### config.mk
export PLATFORM = sky130hd
export DESIGN_NAME = icr_input_control
export DESIGN_NICKNAME = d
export VERILOG_FILES = /design/src/icr_pkg.sv /design/src/icr_debounce.sv /design/src/icr_input_control.sv
export VERILOG_INCLUDE_DIRS = /design/src
export SDC_FILE = /design/constraint.sdc
export NUM_CORES = 1
export LEC_CHECK = 0
export BUFFER_PORTS_ARGS = -buffer_cell sky130_fd_sc_hd__buf_2
export CAP_MARGIN = 40
export CORE_MARGIN = 8
export CORE_UTILIZATION = 51
export CTS_CLUSTER_SIZE = 20
export DETAILED_ROUTE_END_ITERATION = 6
export PLACE_DENSITY = 0.82
export SLEW_MARGIN = 20
export SYNTH_ARGS = -nofsm -noshare
export SYNTH_HDL_FRONTEND = slang
export SYNTH_SLANG_ARGS = --single-unit
### constraint.sdc
create_clock -name pclk -period 2.8 [get_ports pclk]
set_input_delay 0.28 -clock pclk [delete_from_list [all_inputs] [get_ports pclk]]
set_output_delay 0.28 -clock pclk [all_outputs]
set_load 0.02 [all_outputs]
### src/icr_params.svh
/*
 Offsets, field positions, reset values and timing counts of the input control block.
 Assumes a 50 MHz pclk; the debounce oscillator runs from pclk through a divider enable.
*/
// Behaviour
// - Bit 7 sets the interrupt pin polarity: clear drives it active low, set drives it active high.
// - Bit 6 enables a debounce that needs the external interrupt input stable for 1,024 oscillator clocks.
// - Bits 5-4 choose the trigger: 00b low level, 01b falling edge, 10b high level, 11b rising edge.
// - Bit 2 selects text mode when set, and it reads 0 while the canvas uses linear addressing.
// - Destination 00b sends data port accesses to display RAM, with read-modify-write allowed.
// - Destination 01b sends accesses to a 256-byte gamma table chosen by the host, written in one run.
// - Destination 10b sends accesses to cursor RAM, keeps only the low data byte and refuses reads.
// - Cursor RAM holds 4 sets of 128x16 bits; the host picks a set and writes 256 bytes in one run.
// - Destination 11b sends writes to a write-only 64x12 palette, keeping 4 bits of even bytes.
// - The data port routes each host write, and each read for destinations 00b and 01b, to the memory picked by bits 1-0.
`ifndef ICR_PARAMS_SVH
`define ICR_PARAMS_SVH

// Register byte addresses
`define ICR_OFF_CTRL 12'h00C
`define ICR_OFF_DATA 12'h010
`define ICR_OFF_STAT 12'h020
`define ICR_OFF_MASK 12'h024
`define ICR_OFF_STATE 12'h028

// Control field positions
`define ICR_BIT_POL 7
`define ICR_BIT_DEB 6
`define ICR_TRIG_HI 5
`define ICR_TRIG_LO 4
`define ICR_BIT_TEXT 2
`define ICR_DEST_HI 1
`define ICR_DEST_LO 0
`define ICR_CTRL_RESET 8'h00
`define ICR_CTRL_WMASK 8'hFF

// Interrupt status bits
`define ICR_EV_EXT 0
`define ICR_EV_RDERR 1
`define ICR_EV_BULK 2
`define ICR_EV_NUM 3

// Debounce timing
`define ICR_CLK_MHZ 50
`define ICR_OSC_MHZ 10
`define ICR_OSC_DIV (`ICR_CLK_MHZ / `ICR_OSC_MHZ)
`define ICR_DEB_OSC 1024

// Bulk lengths in bytes
`define ICR_GAMMA_BYTES 256
`define ICR_CURSOR_BYTES 256
`define ICR_PAL_BYTES 128

`endif

### src/icr_pkg.sv
/*
 Types shared by the input control block.
 Assumes icr_params.svh is compiled alongside.
*/
package icr_pkg;
	typedef enum logic [1:0] {
		ICR_TRIG_LOW,
		ICR_TRIG_FALL,
		ICR_TRIG_HIGH,
		ICR_TRIG_RISE
	} icr_trig_type;

	typedef enum logic [1:0] {
		ICR_DST_DRAM,
		ICR_DST_GAMMA,
		ICR_DST_CURSOR,
		ICR_DST_PAL
	} icr_dst_type;

	// Control register layout
	typedef struct packed {
		logic pol_high;
		logic deb_en;
		icr_trig_type trig;
		logic spare;
		logic text_mode;
		icr_dst_type dest;
	} icr_ctrl_type;

	// One memory port access towards the selected memory
	typedef struct packed {
		logic wr;
		logic rd;
		logic [7:0] wdata;
	} icr_mem_type;
endpackage

### src/icr_debounce.sv
/*
 Debouncer for the external interrupt input.
 Assumes the input is synchronous to pclk and osc_en pulses once per oscillator clock.
*/
`timescale 1ns/1ps
`default_nettype none
`include "icr_params.svh"

module icr_debounce #(
	parameter int STABLE = `ICR_DEB_OSC
) (
	input wire logic pclk,
	input wire logic presetn,
	input wire logic osc_en,
	input wire logic enable,
	input wire logic din,
	output logic dout
);
	logic [$clog2(STABLE+1)-1:0] cnt_q, cnt_d;
	logic state_q, state_d;
	logic last_q, last_d;

	// Output follows only after the input has held for STABLE oscillator clocks
	always_comb begin
		cnt_d = cnt_q;
		state_d = state_q;
		last_d = din;
		if (!enable) begin
			state_d = din; // Bypass keeps the stable copy current
			cnt_d = '0;
		end else if (din != last_q) begin
			cnt_d = '0; // Any change restarts the window
		end else if (osc_en) begin
			if (cnt_q == ($clog2(STABLE+1))'(STABLE - 1)) begin
				state_d = din;
			end else begin
				cnt_d = cnt_q + 1'b1;
			end
		end
	end

	always_ff @(posedge pclk or negedge presetn) begin
		if (!presetn) begin
			cnt_q <= '0;
			state_q <= 1'b1;
			last_q <= 1'b1;
		end else begin
			cnt_q <= cnt_d;
			state_q <= state_d;
			last_q <= last_d;
		end
	end

	assign dout = state_q;
endmodule
`default_nettype wire

### src/icr_input_control.sv
/*
 Input control register with its interrupt input logic and data port routing.
 Assumes an APB master on pclk; downstream memories answer reads in the same cycle that mem_rd is out.
*/
// The APB slave port and the placing of the registers were chosen for this implementation.
`timescale 1ns/1ps
`default_nettype none
`include "icr_params.svh"

module icr_input_control (
	input wire logic pclk,
	input wire logic presetn,
	input wire logic psel,
	input wire logic penable,
	input wire logic pwrite,
	input wire logic [11:0] paddr,
	input wire logic [31:0] pwdata,
	output logic pready,
	output logic pslverr,
	output logic [31:0] prdata,
	input wire logic external_interrupt_input,
	input wire logic canvas_linear,
	input wire logic [7:0] mem_rdata,
	output logic int_pin,
	output logic irq,
	output logic text_mode,
	output icr_pkg::icr_dst_type mem_dest,
	output icr_pkg::icr_mem_type dram_acc,
	output icr_pkg::icr_mem_type gamma_acc,
	output icr_pkg::icr_mem_type cursor_acc,
	output icr_pkg::icr_mem_type pal_acc
);
	import icr_pkg::*;

	localparam int NEV = `ICR_EV_NUM;

	icr_ctrl_type ctrl_q, ctrl_d;
	logic [NEV-1:0] stat_q, stat_d, mask_q, mask_d;
	logic [7:0] bulk_q, bulk_d;
	logic int_pin_q, int_pin_d, irq_q, irq_d;
	logic [31:0] prdata_q, prdata_d;
	logic pready_q, pready_d, pslverr_q, pslverr_d;
	logic text_q, text_d;
	icr_dst_type dest_q, dest_d;
	icr_mem_type acc_q [4];
	icr_mem_type acc_d [4];
	logic [$clog2(`ICR_OSC_DIV)-1:0] div_q, div_d;
	logic osc_en, ext_clean, ext_prev_q, trig_hit;
	logic [NEV-1:0] ev;
	logic access, wr_en, rd_en, data_rd_wait_q, data_rd_wait_d;
	logic [7:0] ctrl_rd;
	logic [8:0] bulk_len;

	// Oscillator clock enable from pclk; one cycle per oscillator period
	always_comb begin
		div_d = div_q + 1'b1;
		osc_en = (div_q == ($clog2(`ICR_OSC_DIV))'(`ICR_OSC_DIV - 1));
		if (osc_en) begin
			div_d = '0;
		end
	end

	icr_debounce #(
		.STABLE(`ICR_DEB_OSC)
	) u_deb (
		.pclk(pclk),
		.presetn(presetn),
		.osc_en(osc_en),
		.enable(ctrl_q.deb_en),
		.din(external_interrupt_input),
		.dout(ext_clean)
	);

	// Trigger decode; level types fire every cycle the level holds
	always_comb begin
		case (ctrl_q.trig)
			ICR_TRIG_LOW: trig_hit = !ext_clean;
			ICR_TRIG_FALL: trig_hit = ext_prev_q && !ext_clean;
			ICR_TRIG_HIGH: trig_hit = ext_clean;
			ICR_TRIG_RISE: trig_hit = !ext_prev_q && ext_clean;
			default: trig_hit = 1'b0;
		endcase
	end

	// APB decode; every access completes in its second access cycle except display RAM and gamma data port reads, which complete in their third
	assign access = psel && penable && !pready_q;
	assign wr_en = access && pwrite;
	assign rd_en = access && !pwrite;
	assign ctrl_rd = {ctrl_q[7:3], ctrl_q.text_mode && !canvas_linear, ctrl_q[1:0]};

	// Bulk run length follows the destination
	always_comb begin
		case (ctrl_q.dest)
			ICR_DST_GAMMA: bulk_len = 9'(`ICR_GAMMA_BYTES);
			ICR_DST_CURSOR: bulk_len = 9'(`ICR_CURSOR_BYTES);
			ICR_DST_PAL: bulk_len = 9'(`ICR_PAL_BYTES);
			default: bulk_len = 9'h000;
		endcase
	end

	// Register, routing and interrupt next state
	always_comb begin
		ctrl_d = ctrl_q;
		mask_d = mask_q;
		bulk_d = bulk_q;
		prdata_d = prdata_q;
		pready_d = 1'b0;
		pslverr_d = 1'b0;
		data_rd_wait_d = 1'b0;
		for (int i = 0; i < 4; i++) begin
			acc_d[i] = '0;
		end
		ev = '0;
		ev[`ICR_EV_EXT] = trig_hit;
		if (wr_en) begin
			pready_d = 1'b1;
			case (paddr)
				`ICR_OFF_CTRL: ctrl_d = icr_ctrl_type'(pwdata[7:0] & `ICR_CTRL_WMASK);
				`ICR_OFF_MASK: mask_d = pwdata[NEV-1:0];
				`ICR_OFF_STAT: ;
				`ICR_OFF_DATA: begin
					acc_d[ctrl_q.dest].wr = 1'b1;
					acc_d[ctrl_q.dest].wdata = pwdata[7:0];
					if (ctrl_q.dest == ICR_DST_PAL && !bulk_q[0]) begin
						acc_d[ctrl_q.dest].wdata = {4'h0, pwdata[3:0]};
					end
					if (ctrl_q.dest != ICR_DST_DRAM) begin
						bulk_d = bulk_q + 1'b1;
						if ({1'b0, bulk_q} == bulk_len - 9'h001) begin
							bulk_d = 8'h00;
							ev[`ICR_EV_BULK] = 1'b1; // Full table written
						end
					end
				end
				default: pslverr_d = 1'b1;
			endcase
		end else if (rd_en && !data_rd_wait_q) begin
			pready_d = 1'b1;
			prdata_d = 32'h0000_0000;
			case (paddr)
				`ICR_OFF_CTRL: prdata_d[7:0] = ctrl_rd;
				`ICR_OFF_STAT: prdata_d[NEV-1:0] = stat_q;
				`ICR_OFF_MASK: prdata_d[NEV-1:0] = mask_q;
				`ICR_OFF_STATE: prdata_d[7:0] = bulk_q;
				`ICR_OFF_DATA: begin
					if (ctrl_q.dest == ICR_DST_DRAM || ctrl_q.dest == ICR_DST_GAMMA) begin
						acc_d[ctrl_q.dest].rd = 1'b1;
						pready_d = 1'b0;
						data_rd_wait_d = 1'b1;
					end else begin
						pslverr_d = 1'b1; // Cursor and palette refuse reads
						ev[`ICR_EV_RDERR] = 1'b1;
					end
				end
				default: pslverr_d = 1'b1;
			endcase
		end else if (data_rd_wait_q) begin
			pready_d = 1'b1; // Memory data is taken in the cycle that the registered read strobe is out
			prdata_d = {24'h000000, mem_rdata};
		end
		if (wr_en && paddr == `ICR_OFF_CTRL && pwdata[1:0] != ctrl_q.dest) begin
			bulk_d = 8'h00; // New destination restarts the run
		end
		// Set wins over write-one-to-clear
		stat_d = stat_q;
		if (wr_en && paddr == `ICR_OFF_STAT) begin
			stat_d = stat_q & ~pwdata[NEV-1:0];
		end
		stat_d = stat_d | ev;
		irq_d = |(stat_d & mask_d);
		int_pin_d = ctrl_d.pol_high ? irq_d : !irq_d;
		text_d = ctrl_d.text_mode && !canvas_linear;
		dest_d = ctrl_d.dest;
	end

	// All state registered; reset clears every control bit
	always_ff @(posedge pclk or negedge presetn) begin
		if (!presetn) begin
			ctrl_q <= icr_ctrl_type'(`ICR_CTRL_RESET);
			mask_q <= '0;
			stat_q <= '0;
			bulk_q <= 8'h00;
			prdata_q <= 32'h0000_0000;
			pready_q <= 1'b0;
			pslverr_q <= 1'b0;
			data_rd_wait_q <= 1'b0;
			irq_q <= 1'b0;
			int_pin_q <= 1'b1;
			text_q <= 1'b0;
			dest_q <= ICR_DST_DRAM;
			div_q <= '0;
			ext_prev_q <= 1'b1;
			for (int i = 0; i < 4; i++) begin
				acc_q[i] <= '0;
			end
		end else begin
			ctrl_q <= ctrl_d;
			mask_q <= mask_d;
			stat_q <= stat_d;
			bulk_q <= bulk_d;
			prdata_q <= prdata_d;
			pready_q <= pready_d;
			pslverr_q <= pslverr_d;
			data_rd_wait_q <= data_rd_wait_d;
			irq_q <= irq_d;
			int_pin_q <= int_pin_d;
			text_q <= text_d;
			dest_q <= dest_d;
			div_q <= div_d;
			ext_prev_q <= ext_clean;
			for (int i = 0; i < 4; i++) begin
				acc_q[i] <= acc_d[i];
			end
		end
	end

	assign pready = pready_q;
	assign pslverr = pslverr_q;
	assign prdata = prdata_q;
	assign irq = irq_q;
	assign int_pin = int_pin_q;
	assign text_mode = text_q;
	assign mem_dest = dest_q;
	assign dram_acc = acc_q[0];
	assign gamma_acc = acc_q[1];
	assign cursor_acc = acc_q[2];
	assign pal_acc = acc_q[3];
endmodule
`default_nettype wire

==> results.md, run 1 <==
* Most common cell after layout, fill and taps aside: sky130_fd_sc_hd__dfrtp_1
* Longest Clk Path Bufs at 2
* Worst setup skew after layout at around 12 ps
* Clock-pin slew reported for the worst setup and hold paths after clock tree synthesis at ~100 ps
* Vias at around 3200
* RePlAce Congestion at 0.858
* Maximum number of pins on one net before global-route repair at between 50 and 60
* Highest ir drop seen on vdd at 0.352 mV
* Transition time at the pin with the least slew margin at 668 ps
* Post-CTS setup buffer count at 0
* Setup slack of the worst register-to-register path at 520 ps
* Hold-critical path depth at 1
* Number of nets in the final layout at roughly 560
* Drc violations at 0
* Element type at the critical path start: register
* Leakage power of the design at 2.46 nW
* Worst Hold Class: in -> reg
* Core footprint at 8130 um2
* Antenna Diode Count at 0
* Number of iterations in the first detailed-routing pass at 4
* Height of the chip at 107 um
* Die Area at 11500 um2
* Number of hold buffers added after CTS at 1
* Via count of the first global-routing pass at 3376
* Fraction of layout instances using a drive strength above 1 at roughly 29%
* Hold violation count in the final report at 0
* Drt initial violations at roughly 180
* Min Tclk post-route at 2280 ps
* TritonCTS clock tree: yes
* Post-route design area at 4960 um2
* Synthesized area at 4230 um2
* Highest Signal Layer: met4
* Most instantiated flip-flop cell in the synthesis netlist: sky130_fd_sc_hd__dfrtp_1
* Leading cell types in the layout, fill and taps excluded: sky130_fd_sc_hd__dfrtp_1, sky130_fd_sc_hd__buf_2, sky130_fd_sc_hd__nand2_1
* Register area share after synthesis at 55.2%
* Final critical-path share of the clock period at between 80% and 90%
* Total wire length at around 9.8 mm
* CTS H-tree depth at 3
* Max-cap check violation count at 0
* DRT antenna net count at 0
* Antenna violations before repair at 0
* Top-Level Pins at approximately 140
* Terminus of the critical flop-to-flop path: pal_acc[5]
* Worst Hold Launch: external_interrupt_input
* Global-route wire length before repair at 16.1 mm
* Post-DP HPWL at between 7 and 8 mm
* Biggest fanout along the worst timing path at 10
* Row cnt at 33
* Final setup vio count at 0
* Required time worst endpoint at ~3100 ps
* Max Fclk at ~440 MHz
* Startpoint-to-endpoint class of the critical path: reg -> reg
* Combined global-route utilization of all metal layers at 17.6%
* Number of pins with negative max-slew slack in the final report at 0
* Initial Utilization at 52.0%
* Synthesized flop and latch total at between 90 and 100
* Detail-routed net length per standard cell at about 16 um
* Crit Reg-Reg Startpoint: pready
* Source-to-sink clock delay at the later pin of the worst-skew pair at 370 ps
* Depth of the worst register-to-register path at 5
* Layout overhead on the synthesized area at 17.4%
* Avg Cell Area, Syn at approximately 11 um2
* Detailed-route vias per instance at between 5 and 6
* Standard cell area after detailed placement at 4740 um2
* Count of flip-flops with a built-in enable after synthesis at 0
* Root buffer cell: sky130_fd_sc_hd__clkbuf_8
* Crit. End Element: register
* Worst relative slew slack at 55.4%
* Status: finished, final reports clean
* Power density cells at 504 nW/um2
* Routed wl met3 at between 400 and 500 um
* Count of synthesis-stage warnings from yosys at 0
* Synth unique cells at 55
* Cells resized by post-CTS repair at 0
* Port Buffers at 89
* Number of clock sinks at just over 90
* Final-layout setup total negative slack at 0 ps
* Arrival time at the worst endpoint at between 2000 and 3000 ps
* Setup repair after global routing missed its margin: no
* Inserted Clock Buffers at 9
* Overall die width at 107 um
* Synthesized instance count at a little under 400
* Routed met1 length at 3.97 mm
* Min-Delay Endpoint: u_deb.last_q
* Share of synthesized registers carrying an async set or reset at 100%
* Met2 wire length at between 5 and 6 mm
* Remaining global-route overflow at 0
-- worst max-delay path, cell delays in order, from the launching register on --
cell	delay, ps
sky130_fd_sc_hd__dfrtp_1	390
sky130_fd_sc_hd__and4b_1	390
sky130_fd_sc_hd__nand3_1	230
sky130_fd_sc_hd__or3_1	550
sky130_fd_sc_hd__nor3_2	420
sky130_fd_sc_hd__and3_1	230
-- through the flow --
stage	worst slack, ps	std cells	hold slack, ps	power, mW	util, %
2_1_floorplan	590	419	-15.6	1.52	-
4_1_cts	525	603	30.9	2.53	61.0
5_1_grt	377	603	21.6	2.60	61.0
3_5_place_dp	380	586	362	1.59	58.3
3_3_place_gp	435	586	353	1.58	58.3
6_report	523	603	41.5	2.50	61.0
-- worst max-delay path by stage --
stage / startpoint / end / slack (ps) / depth (start not counted)
after global routing: pready / gamma_acc[4] / 380 / 5
after floorplan: paddr[7] / int_pin / 590 / 6
after global placement: paddr[7] / int_pin / 430 / 7
after CTS: pready / gamma_acc[4] / 530 / 5
final: pready / pal_acc[5] / 520 / 5
after detailed placement: paddr[7] / gamma_acc[4] / 380 / 6
-- Yosys cell counts (2+ instances only) --
cell / instances / area [um2]
sky130_fd_sc_hd__dfrtp_1: 89 / 2230
sky130_fd_sc_hd__nand2_1: 35 / 131
sky130_fd_sc_hd__nor2_1: 33 / 124
sky130_fd_sc_hd__and2_1: 28 / 175
sky130_fd_sc_hd__buf_4: 26 / 195
sky130_fd_sc_hd__o21ai_0: 20 / 100
sky130_fd_sc_hd__mux2_2: 14 / 158
sky130_fd_sc_hd__inv_1: 11 / 41.3
sky130_fd_sc_hd__clkbuf_1: 10 / 37.5
sky130_fd_sc_hd__nand3_1: 10 / 50.1
sky130_fd_sc_hd__nor3_1: 10 / 50.1
sky130_fd_sc_hd__a21oi_1: 9 / 45.0
sky130_fd_sc_hd__xnor2_1: 8 / 70.1
sky130_fd_sc_hd__nor4_1: 7 / 43.8
sky130_fd_sc_hd__xor2_1: 7 / 61.3
sky130_fd_sc_hd__a221o_1: 6 / 60.1
sky130_fd_sc_hd__and3_1: 6 / 37.5
sky130_fd_sc_hd__nand2b_1: 5 / 31.3
sky130_fd_sc_hd__or3_1: 5 / 31.3
sky130_fd_sc_hd__dfstp_2: 4 / 105
sky130_fd_sc_hd__ha_1: 4 / 50.1
sky130_fd_sc_hd__nand4_1: 4 / 25.0
sky130_fd_sc_hd__a221oi_1: 3 / 26.3
sky130_fd_sc_hd__o31ai_1: 3 / 22.5
sky130_fd_sc_hd__a2bb2oi_1: 2 / 17.5
sky130_fd_sc_hd__a31o_2: 2 / 17.5
sky130_fd_sc_hd__a31oi_1: 2 / 12.5
sky130_fd_sc_hd__mux2i_1: 2 / 20.0
sky130_fd_sc_hd__nor2b_1: 2 / 12.5
sky130_fd_sc_hd__nor3b_1: 2 / 15.0
-- report_power, final --
group	internal (mW)	total, mW	switching (mW)
logic	0.0567	0.190	0.134
clock network	0.433	0.937	0.505
registers	1.36	1.37	0.00921
total	1.85	2.50	0.648
-- cell type report --
type,instances,area [um2]
sequential,93,2330
clock inverter,7,90.1
inverter,11,41.3
multi-input combinational,278,1710
timing repair buffer,100,533
tap,105,131
fill,686,3170
clock buffer,9,124
-- state kept, by name, summed over array words and instances (netlist names), 2 cells and up --
name and count:
dram_acc 10, u_deb.cnt_q 11, prdata 8, div_q 3, pal_acc 10, mem_dest 2
ctrl_q 6, cursor_acc 10, bulk_q 8, mask_q 3, stat_q 3, gamma_acc 10
-- logic make-up (layout without fill, tap and decap cells) --
kind of cell / Yosys count / after routing / share of synthesized area (%)
buffers and inverters: 48 / 127 / 6.60
XOR/XNOR: 15 / 15 / 3.11
AO/OA/AOI/OAI: 56 / 56 / 9.03
other: 1 / 26 / 0.0887
flip-flops: 93 / 93 / 55.2
adder cells (fa/ha/maj): 4 / 4 / 1.18
multiplexers: 17 / 17 / 4.56
AND/OR/NAND/NOR: 160 / 160 / 20.3
-- layer usage --
layer | global-route usage (%) | up-vias
li1 | - | 1508
met3 | 5.04 | 18
met5 | 0 | -
met2 | 31.4 | 95
met1 | 19.4 | 1532
met4 | 6.03 | 0
No activity file was read; power rests on OpenSTA's default activity.
==> run 2, diff against run 1 <==
==> constraint.sdc (replaced) <==
create_clock -name pclk -period 2.3 [get_ports pclk]
set_input_delay 0.23 -clock pclk [delete_from_list [all_inputs] [get_ports pclk]]
set_output_delay 0.23 -clock pclk [all_outputs]
set_load 0.02 [all_outputs]
==> run 2 against run 1 <==
Net effect: via count grew 3.6%; highest routed layer unchanged; critical path depth is the same; non-clock buffer count grew 8; die area is the same; sequential share of layout area shrank 0.70 points; global-route usage grew 0.75 points; clock skew shrank 4.8 ps; cell count grew 1.3%.
==> results.md, run 2 (synthesis results as in run 1) <==
* Maximum number of pins on one net before global-route repair at 56
* Fraction of the core area covered by cells at the end of the flow at a little over 60%
* Detail-routed net length per standard cell at 16.2 um
* Net switching power at between 700 and 800 uW
* Overall die width at approximately 110 um
* Post-DP HPWL at ~7.6 mm
* RePlAce Congestion at around 0.87
* Drc violations at 0
* Required time worst endpoint at 2610 ps
* Status: finished, final reports clean
* Remaining global-route overflow at 0
* DRT antenna net count at 0
* Register containing the most flip-flops in the final layout: u_deb.cnt_q
* Most common cell after layout, fill and taps aside: sky130_fd_sc_hd__dfrtp_1
* Leakage power of the design at ~2.5 nW
* Top-Level Pins at roughly 140
* Number of iterations in the first detailed-routing pass at 5
* Longest Clk Path Bufs at 2
* Hold-critical path depth at 2
* Arrival time at the worst endpoint at 2480 ps
* Series of cell instances along the critical path: and4b_1, nand3_1, or3_1, nor2_1, and2_1
* Startpoint-to-endpoint class of the critical path: reg -> reg
* Fraction of layout instances using a drive strength above 1 at 30.0%
* Clock-pin slew reported for the worst setup and hold paths after clock tree synthesis at ~100 ps
* Cells resized by post-CTS repair at 0
* Height of the chip at 107 um
* Setup WS post-layout at about 130 ps
* Worst Hold Class: in -> reg
* Cell-internal power at ~2.3 mW
* Port Buffers at a little under 90
* Inserted Clock Buffers at 9
* Via count of the first global-routing pass at approximately 3500
* Number of nets in the final layout at 564
* Flip-flop count of the largest register, all copies and words added at 11
* Setup slack of the worst register-to-register path at 130 ps
* Highest ir drop seen on vdd at ~0.29 mV
* Buffers and inverters on the worst path at 0
* Final-layout setup total negative slack at 0 ps
* CP top delay family: simple AND/OR/NAND/NOR gates
* Part of the total power dissipated in the clock network at 38.0%
* Transition time at the pin with the least slew margin at 651 ps
* Drt initial violations at roughly 240
* Final critical-path share of the clock period at roughly 95%
* Final setup vio count at 0
* Total power consumption of the routed design at approximately 3 mW
* Combined global-route utilization of all metal layers at around 18%
* Crit. End Element: register
* Worst relative slew slack at between 50% and 60%
* Total wire length at around 9.9 mm
* Antenna Diode Count at 0
* CTS H-tree depth at 3
* Power density cells at between 600 and 700 nW/um2
* Seq pwr share at 54.4%
* Leading cell types in the layout, fill and taps excluded: sky130_fd_sc_hd__dfrtp_1, sky130_fd_sc_hd__buf_2, sky130_fd_sc_hd__nand2_1
* Min Tclk post-route at 2170 ps
* Non-filler cells, final at slightly above 600
* Core footprint at 8130 um2
* Source-to-sink clock delay at the later pin of the worst-skew pair at 360 ps
* Max Fclk at around 460 MHz
* Max-cap check violation count at 0
* Global-route wire length before repair at 16.9 mm
* Biggest fanout along the worst timing path at 10
* Number of pins with negative max-slew slack in the final report at 0
* Setup repair after global routing missed its margin: yes
* Row cnt at 33
* Detailed-route vias per instance at 5.35
* Initial Utilization at between 50% and 60%
* Hold violation count in the final report at 0
* Element type at the critical path start: register
* Root buffer cell: sky130_fd_sc_hd__clkbuf_8
* Setup slack at placement at 6.46 ps
* Vias at between 3000 and 4000
* Largest stage delay on the critical path at about 500 ps
* TritonCTS clock tree: yes
* Proportion of power drawn by combinational gates at between 7 and 8%
* Slowest cell on crit path: sky130_fd_sc_hd__or3_1
* Critical path depth in cells at 5
* Die Area at around 11000 um2
* Depth of the worst register-to-register path at 5
* Sw Share at 25.7%
* Antenna violations before repair at 0
* Number of clock sinks at 93
* Worst setup skew after layout at about 7.3 ps
* Layout overhead on the synthesized area at 19.1%
* Placed insts at between 500 and 600
run 2: cell types whose count changed in the layout (fill, tap and decap cells not counted):
cell,delta
sky130_fd_sc_hd__buf_12,+1
sky130_fd_sc_hd__buf_4,+6
sky130_fd_sc_hd__clkbuf_8,+1
sky130_fd_sc_hd__clkinv_8,-1
sky130_fd_sc_hd__dlygate4sd3_1,+1
sky130_fd_sc_hd__inv_6,-1
sky130_fd_sc_hd__inv_8,+1
run 2: final timing paths:
| kind | from | to |
|---|---|---|
| worst max-delay path | pready | gamma_acc[6] |
| worst max register to register | pready | gamma_acc[6] |
| min in group asynchronous | presetn | gamma_acc[9] |
| worst min-delay path | pwdata[7] | cursor_acc[7] |
| max in group asynchronous | presetn | u_deb.last_q |
| worst min register to register | u_deb.dout | ext_prev_q |
run 2: worst register-to-register path: stages (launching register included):
cell	delay, ps
sky130_fd_sc_hd__dfrtp_1	400
sky130_fd_sc_hd__and4b_1	410
sky130_fd_sc_hd__nand3_1	150
sky130_fd_sc_hd__or3_1	510
sky130_fd_sc_hd__nor2_1	450
sky130_fd_sc_hd__and2_1	200
run 2: power groups by stage:
| stage | registers (mW) | logic [mW] | clock network [mW] |
|---|---|---|---|
| final | 1.67 | 0.236 | 1.17 |
| after global routing | 1.67 | 0.262 | 1.26 |
| after CTS | 1.67 | 0.238 | 1.18 |
| after detailed placement | 1.70 | 0.235 | 0 |
| after global placement | 1.70 | 0.229 | 0 |
| after floorplan | 1.73 | 0.127 | 0 |
run 2: metrics by stage:
stage / cell area (um2) / hold slack, ps
detailed placement: 4800 / 236
finish: 5040 / 120
global placement: 4800 / 219
global route: 5040 / 123
floorplan: 4320 / -65.6
CTS: 5040 / 110
run 2: timing repair:
action	4_1_cts	5_1_grt
buffers inserted	0	0
endpoints found under the hold margin	38	0
endpoints found under the setup margin	0	11
hold buffers	2	0
run 2: layer usage:
layer / wire (um) / GRT usage, % / vias to the layer above / share of wire [%]
li1: - / - / 1527 / -
met1: 4020 / 22.0 / 1600 / 41
met2: 5070 / 30.5 / 114 / 51
met3: 575 / 4.50 / 27 / 5.8
met4: 240 / 8.04 / 0 / 2.4
met5: 0 / 0 / - / 0
run 2: layout make-up:
| class | count | area (um2) |
|---|---|---|
| Inverter | 11 | 41.3 |
| Clock inverter | 6 | 76.3 |
| Clock buffer | 10 | 138 |
| Multi-Input combinational cell | 278 | 1710 |
| Tap cell | 105 | 131 |
| Timing Repair Buffer | 108 | 608 |
| Sequential cell | 93 | 2330 |
| Fill cell | 666 | 3100 |
